[src/pkg/tmc_cfg.svh]
// Offsets, field positions, reset values and select codes of the test bank.
// Assumes nothing; included by name wherever the bank's constants are needed.
`ifndef TMC_CFG_SVH
`define TMC_CFG_SVH

`define TMC_ADDR_ACT 8'h03
`define TMC_ADDR_BUF 8'h04
`define TMC_ADDR_RDY 8'h05
`define TMC_ADDR_ASEL 8'h06

`define TMC_BIT_TIP 0
`define TMC_BIT_TON 1
`define TMC_BIT_TOP 2
`define TMC_BIT_CLR 3
`define TMC_BIT_VALID 0

`define TMC_RESET_VALUE 8'h00

`define TMC_ASEL_WIDTH 6
`define TMC_ASEL_GND 6'h00
`define TMC_ASEL_FIRST 6'h01
`define TMC_ASEL_SPARE 6'h0a
`define TMC_ASEL_LAST 6'h11

`endif

[src/pkg/tmc_pkg.sv]
// Types shared by the test bank files.
// Assumes tmc_cfg.svh is on the include path.
`include "tmc_cfg.svh"
package tmc_pkg;
    typedef logic [7:0] tmc_byte_type;
    typedef logic [`TMC_ASEL_WIDTH-1:0] tmc_asel_type;
endpackage

[src/design/tmc_byte_reg.sv]
// One storage register of the test bank with host write and local set.
// Assumes a synchronised active-low reset on the same clock.
`timescale 1ns/1ps
`default_nettype none
`include "tmc_cfg.svh"
module tmc_byte_reg
    import tmc_pkg::*;
#(
    parameter int WIDTH = 8
) (
    input wire logic clk,
    input wire logic rst_n,
    input wire logic wr_en,
    input wire logic [WIDTH-1:0] wr_data,
    input wire logic set_en,
    input wire logic [WIDTH-1:0] set_data,
    output logic [WIDTH-1:0] q
);
    logic [WIDTH-1:0] next_q;

    // Local set wins over a host write in the same cycle
    always_comb begin
        next_q = q;
        if (set_en) begin
            next_q = set_data;
        end else if (wr_en) begin
            next_q = wr_data;
        end
    end

    always_ff @(posedge clk or negedge rst_n) begin
        if (!rst_n) begin
            q <= WIDTH'(`TMC_RESET_VALUE);
        end else begin
            q <= next_q;
        end
    end
endmodule
`default_nettype wire

[src/design/tmc_test_bank.sv]
// Test pin routing, communication buffer and analog test select registers.
// Assumes the serial test interface presents byte accesses on clk.
`timescale 1ns/1ps
`default_nettype none
`include "tmc_cfg.svh"
module tmc_test_bank
    import tmc_pkg::*;
(
    input wire logic clk,
    input wire logic resetn,
    input wire logic test_wr_en,
    input wire logic test_rd_en,
    input wire logic [7:0] test_addr,
    input wire logic [7:0] test_wdata,
    output logic [7:0] test_rdata,
    output logic test_rvalid,
    input wire logic cpu_buf_load,
    input wire logic [7:0] cpu_buf_data,
    output logic [7:0] comm_buffer,
    output logic comm_data_valid,
    output logic test_input_pos_enable,
    output logic test_output_neg_enable,
    output logic test_output_pos_enable,
    output logic clear_onewire_errors,
    output logic analog_out_ground,
    output logic analog_neg_spare_ground,
    output logic [`TMC_ASEL_WIDTH-1:0] analog_test_out_select_bits
);
    logic rst_meta_n;
    logic rst_n;
    tmc_byte_type act_q;
    tmc_byte_type rdy_q;
    tmc_byte_type asel_q;
    tmc_byte_type rdy_set;
    tmc_byte_type next_rdata;
    logic next_rvalid;
    logic wr_act;
    logic wr_buf;
    logic wr_rdy;
    logic wr_asel;
    tmc_asel_type asel_f;
    logic next_ground;
    logic next_spare;
    tmc_asel_type next_route;

    always_ff @(posedge clk or negedge resetn) begin
        if (!resetn) begin
            rst_meta_n <= 1'b0;
            rst_n <= 1'b0;
        end else begin
            rst_meta_n <= 1'b1;
            rst_n <= rst_meta_n;
        end
    end

    // decode covers only the test space
    assign wr_act = test_wr_en && (test_addr == `TMC_ADDR_ACT);
    assign wr_buf = test_wr_en && (test_addr == `TMC_ADDR_BUF);
    assign wr_rdy = test_wr_en && (test_addr == `TMC_ADDR_RDY);
    assign wr_asel = test_wr_en && (test_addr == `TMC_ADDR_ASEL);

    tmc_byte_reg #(.WIDTH(8)) u_act (
        .clk(clk),
        .rst_n(rst_n),
        .wr_en(wr_act),
        .wr_data(test_wdata),
        .set_en(1'b0),
        .set_data(`TMC_RESET_VALUE),
        .q(act_q)
    );

    // processor only loads data, never addresses registers
    // buffer written by host or processor
    tmc_byte_reg #(.WIDTH(8)) u_buf (
        .clk(clk),
        .rst_n(rst_n),
        .wr_en(wr_buf),
        .wr_data(test_wdata),
        .set_en(cpu_buf_load),
        .set_data(cpu_buf_data),
        .q(comm_buffer)
    );

    // processor load sets ready, winning over host clear
    always_comb begin
        rdy_set = rdy_q;
        rdy_set[`TMC_BIT_VALID] = 1'b1;
    end

    tmc_byte_reg #(.WIDTH(8)) u_rdy (
        .clk(clk),
        .rst_n(rst_n),
        .wr_en(wr_rdy),
        .wr_data(test_wdata),
        .set_en(cpu_buf_load),
        .set_data(rdy_set),
        .q(rdy_q)
    );

    tmc_byte_reg #(.WIDTH(8)) u_asel (
        .clk(clk),
        .rst_n(rst_n),
        .wr_en(wr_asel),
        .wr_data(test_wdata),
        .set_en(1'b0),
        .set_data(`TMC_RESET_VALUE),
        .q(asel_q)
    );

    assign test_input_pos_enable = act_q[`TMC_BIT_TIP];
    assign test_output_neg_enable = act_q[`TMC_BIT_TON];
    assign test_output_pos_enable = act_q[`TMC_BIT_TOP];
    // error clear held while bit set
    assign clear_onewire_errors = act_q[`TMC_BIT_CLR];
    assign comm_data_valid = rdy_q[`TMC_BIT_VALID];

    // decode select into routing; undefined codes ground
    assign asel_f = asel_q[`TMC_ASEL_WIDTH-1:0];
    always_comb begin
        next_ground = 1'b1;
        next_spare = 1'b0;
        next_route = `TMC_ASEL_GND;
        if (asel_f >= `TMC_ASEL_FIRST && asel_f <= `TMC_ASEL_LAST) begin
            next_ground = 1'b0;
            next_route = asel_f;
            next_spare = (asel_f >= `TMC_ASEL_SPARE);
        end
    end

    // reads return every stored bit; unmapped reads zero
    always_comb begin
        next_rvalid = test_rd_en;
        next_rdata = 8'h00;
        if (test_rd_en) begin
            case (test_addr)
                `TMC_ADDR_ACT: next_rdata = act_q;
                `TMC_ADDR_BUF: next_rdata = comm_buffer;
                `TMC_ADDR_RDY: next_rdata = rdy_q;
                `TMC_ADDR_ASEL: next_rdata = asel_q;
                default: next_rdata = 8'h00;
            endcase
        end
    end

    always_ff @(posedge clk or negedge rst_n) begin
        if (!rst_n) begin
            test_rdata <= 8'h00;
            test_rvalid <= 1'b0;
            analog_out_ground <= 1'b1;
            analog_neg_spare_ground <= 1'b0;
            analog_test_out_select_bits <= `TMC_ASEL_GND;
        end else begin
            test_rdata <= next_rdata;
            test_rvalid <= next_rvalid;
            analog_out_ground <= next_ground;
            analog_neg_spare_ground <= next_spare;
            analog_test_out_select_bits <= next_route;
        end
    end
endmodule
`default_nettype wire

[config.mk]
export PLATFORM = sky130hd
export DESIGN_NAME = tmc_test_bank
export DESIGN_NICKNAME = d
export VERILOG_FILES = /design/src/pkg/tmc_pkg.sv /design/src/design/tmc_byte_reg.sv /design/src/design/tmc_test_bank.sv
export VERILOG_INCLUDE_DIRS = /design/src /design/src/pkg
export SDC_FILE = /design/constraint.sdc
export NUM_CORES = 1
export LEC_CHECK = 0
export ABC_CLOCK_PERIOD_IN_PS = 4800
export BUFFER_PORTS_ARGS = -buffer_cell sky130_fd_sc_hd__buf_2
export CAP_MARGIN = 5
export CORE_MARGIN = 3
export CORE_UTILIZATION = 57
export DETAILED_ROUTE_END_ITERATION = 6
export HOLD_SLACK_MARGIN = 0.05
export PLACE_DENSITY = 0.89
export RECOVER_POWER = 50
export SETUP_SLACK_MARGIN = 0.3
export SLEW_MARGIN = 20
export SYNTH_ARGS = -nofsm -noshare
export SYNTH_HDL_FRONTEND = slang
export SYNTH_HIERARCHICAL = 1
export SYNTH_SLANG_ARGS = --single-unit
[constraint.sdc]
create_clock -name clk -period 4.8 [get_ports clk]
set_input_delay 0 -clock clk [delete_from_list [all_inputs] [get_ports clk]]
set_output_delay 0 -clock clk [all_outputs]
set_load 0.02 [all_outputs]
==> impl_metrics.csv <==
group,metric,value,unit
outcome,outcome,"complete, but fails checks",
outcome,violations,"max-capacitance violations, max-slew violations",
finish,fillers,279,
clocking,clock-sinks,51,
hold_path,holdPathStages,3,
worst_setup_path,reg2reg_from,"rst_n$_DFF_PN0_",
power_and_ir_drop,p_leak,1.28,nW
hold_path,holdPathEnd,"u_buf/q[7]$_DFFE_PN0P_",
routing,final_antenna_net_count,0,
timing,rsz0062_at_grt,"false",
finish,multi_input_area,1120,sq um
timing,post-route-period-util,0.398,
clocking,ctsLongestPathBuffers,2,
timing,fin_skew,6.31,ps
clocking,cts_tree,"yes",
clocking,root_buffer,"clkbuf_8",
routing,vias,1998,
hold_path,hold_path.startpoint,"test_wdata[7]",
worst_setup_path,crit_fanout,49,
grt,grt_pass1_vias,1948,
clocking,htreeDepth,2,
synth,synthFlopType,"dfrtp_1",
floorplan,fp.dieW,71.0,um
floorplan,core_area,4030,sq um
synth,synthesis.instances,220,
grt,antenna_found_initial,0,
finish,diodes,0,
floorplan,initial_utilization,0.598,
clocking,cts_buffers,5,
routing,avgRoutedWirePerCell,15.2,um
placement,dp_hpwl,4.07,mm
clocking,clock_latency,300,ps
worst_setup_path,cp.arrival,1960,ps
timing,fin_setup_tns,0,ps
timing,final_hold_viol_count,0,
timing,fin_crit,1910,ps
hold_path,holdCritPathClass,"primary input to flip-flop",
grt,grt_pass1_wl,9.39,mm
routing,top_layer,"met4",
timing,maxSlewViolCount,50,
worst_setup_path,cp-end-kind,"async pin",
routing,met1_length,2.28,mm
floorplan,pin_count,59,
worst_setup_path,r2r_cells,0,
synth,syn_avg_cell_area,11.0,sq um
synth,synth-seq-cells,51,
routing,wl_met3,339,um
worst_setup_path,cp.required,4860,ps
worst_setup_path,worstSetupPathType,"flip-flop to async pin",
flow_run,maxCapViolCount,1,
synth,syn_area,2410,sq um
clocking,clk_pin_slew,90,ps
worst_setup_path,start_kind,"flip-flop",
clocking,post_cts_resized,0,
placement,placed_cells,349,
synth,synth_edf_count,0,
synth,synth_warnings,6,
synth,synth_cell_types,31,
placement,port_buffers,58,
routing,drc,0,
finish,regArea,1280,sq um
power_and_ir_drop,peakVddDrop,194,uV
timing,worst_pin_slew,1900,ps
floorplan,dieArea,5040,sq um
timing,timing.fmax,0.524,GHz
power_and_ir_drop,p_per_area,306,nW/um^2
finish,finalNetCount,351,
grt,grt_max_degree,50,
routing,viasPerCell,5.36,
worst_setup_path,r2r_slack,2890,ps
placement,finalWeightedCongestion,0.823,
routing,dr.pass1.iters,4,
routing,dr_wl_met2,2.98,mm
worst_setup_path,reg2reg_to,"u_asel/q[7]$_DFFE_PN0P_",
grt,grt_use_total,0.238,
synth,seq_area_frac_synth,0.530,
routing,detail_route.iter0.violations,157,
timing,setup_viol,0,
finish,final_cells,373,
grt,overflow,0,
floorplan,dieHeight,71.0,um
timing,maxSlewHeadroom,-0.265,
floorplan,rows,23,
finish,drive_gt1_frac,0.186,
routing,wirelength,5.69,mm
finish,area_delta_synth_final,26.1,%
synth,synth-async-reset-ratio,1.00,
[report_power, final]
group          total [W]  leakage [nW]  switching (W)  internal (W)
Combinational   0.000132         0.570      0.0000776     0.0000540
Sequential      0.000491         0.651      0.0000314      0.000460
Clock           0.000307        0.0612       0.000138      0.000169
Total           0.000930          1.28       0.000247      0.000682
[final cells by class]
type	count	area share
sequential	51	0.421
clock buffer	6	0.0272
inverter	1	0.00124
tap	50	0.0206
clock inverter	2	0.0115
multi-input combinational	186	0.370
timing repair buffer	77	0.149
[worst max path at each step]
stage / depth (start not counted) / to / slack (ps) / start
2_1_floorplan: 0 / analog_neg_spare_ground$_DFF_PN0_ / 3280 / rst_n$_DFF_PN0_
3_3_place_gp: 5 / u_act/q[0]$_DFFE_PN0P_ / 3280 / test_addr[2]
3_5_place_dp: 7 / u_rdy/q[5]$_DFFE_PN0P_ / 3160 / test_addr[4]
4_1_cts: 8 / u_buf/q[5]$_DFFE_PN0P_ / 2990 / test_addr[4]
5_1_grt: 0 / test_rdata[7]$_DFF_PN0_ / 2510 / rst_n$_DFF_PN0_
6_report: 0 / u_asel/q[7]$_DFFE_PN0P_ / 2890 / rst_n$_DFF_PN0_
[cells in the mapped netlist (2+ instances only)]
master	count	area [sq um]
and2_1	4	25.0
nor3b_1	3	22.5
a31oi_1	8	50.1
buf_6	9	101
mux2i_1	32	320
o21ai_1	32	160
a22oi_1	8	60.1
dfrtp_1	50	1250
a21oi_1	2	10.0
nand3_1	16	80.1
and2b_2	2	17.5
buf_1	2	7.51
nor2_1	2	7.51
conb_1	2	7.51
nand2_1	32	120
[state kept, by name, indices dropped and copies added (netlist names)]
name	cells
test_rdata	8
analog_neg_spare_ground	1
u_buf/q	8
rst_meta_n	1
analog_test_out_select_bits	6
u_act/q	8
rst_n	1
test_rvalid	1
u_rdy/q	8
analog_out_ground	1
u_asel/q	8
[cell families (layout without fill, tap and decap cells)]
group | count (synthesis) | count (layout) | synth area share
other | 2 | 33 | 0.00312
multiplexers | 32 | 32 | 0.133
flip-flops | 51 | 51 | 0.530
AND/OR/NAND/NOR | 68 | 68 | 0.149
AO/OA/AOI/OAI | 53 | 53 | 0.133
buffers and inverters | 14 | 86 | 0.0514
[per-stage QoR]
step | setup WS [ps] | power [W] | cell area, sq um | hold slack, ps | utilization
2_1_floorplan | 3280 | 0.000569 | 2530 | -296 | -
3_3_place_gp | 3280 | 0.000609 | 2780 | -215 | 0.691
3_5_place_dp | 3160 | 0.000618 | 2780 | -205 | 0.691
4_1_cts | 2990 | 0.000935 | 3060 | 50.2 | 0.760
5_1_grt | 2510 | 0.000973 | 3040 | 55.0 | 0.754
6_report | 2890 | 0.000930 | 3040 | 51.1 | 0.754
[timing repair]
item | in CTS | in global routing
hold buffers | 16 | 0
setup buffers | 0 | 0
endpoints found under the hold margin | 14 | 0
[cell usage in the layout, fill, tap and decap left out, types with 16 or more instances in the layout]
cell type,n
mux2i_1,32
dlygate4sd3_1,16
nand2_1,32
clkbuf_1,17
conb_1,33
dfrtp_1,50
nand3_1,16
o21ai_1,32
buf_2,41
[layer usage]
| layer | GRT usage | up-vias |
|---|---|---|
| li1 | - | 952 |
| met1 | 0.308 | 962 |
| met2 | 0.409 | 75 |
| met3 | 0.0469 | 9 |
| met4 | 0.0689 | 0 |
| met5 | 0 | - |
(Power assumes the default switching activity.)
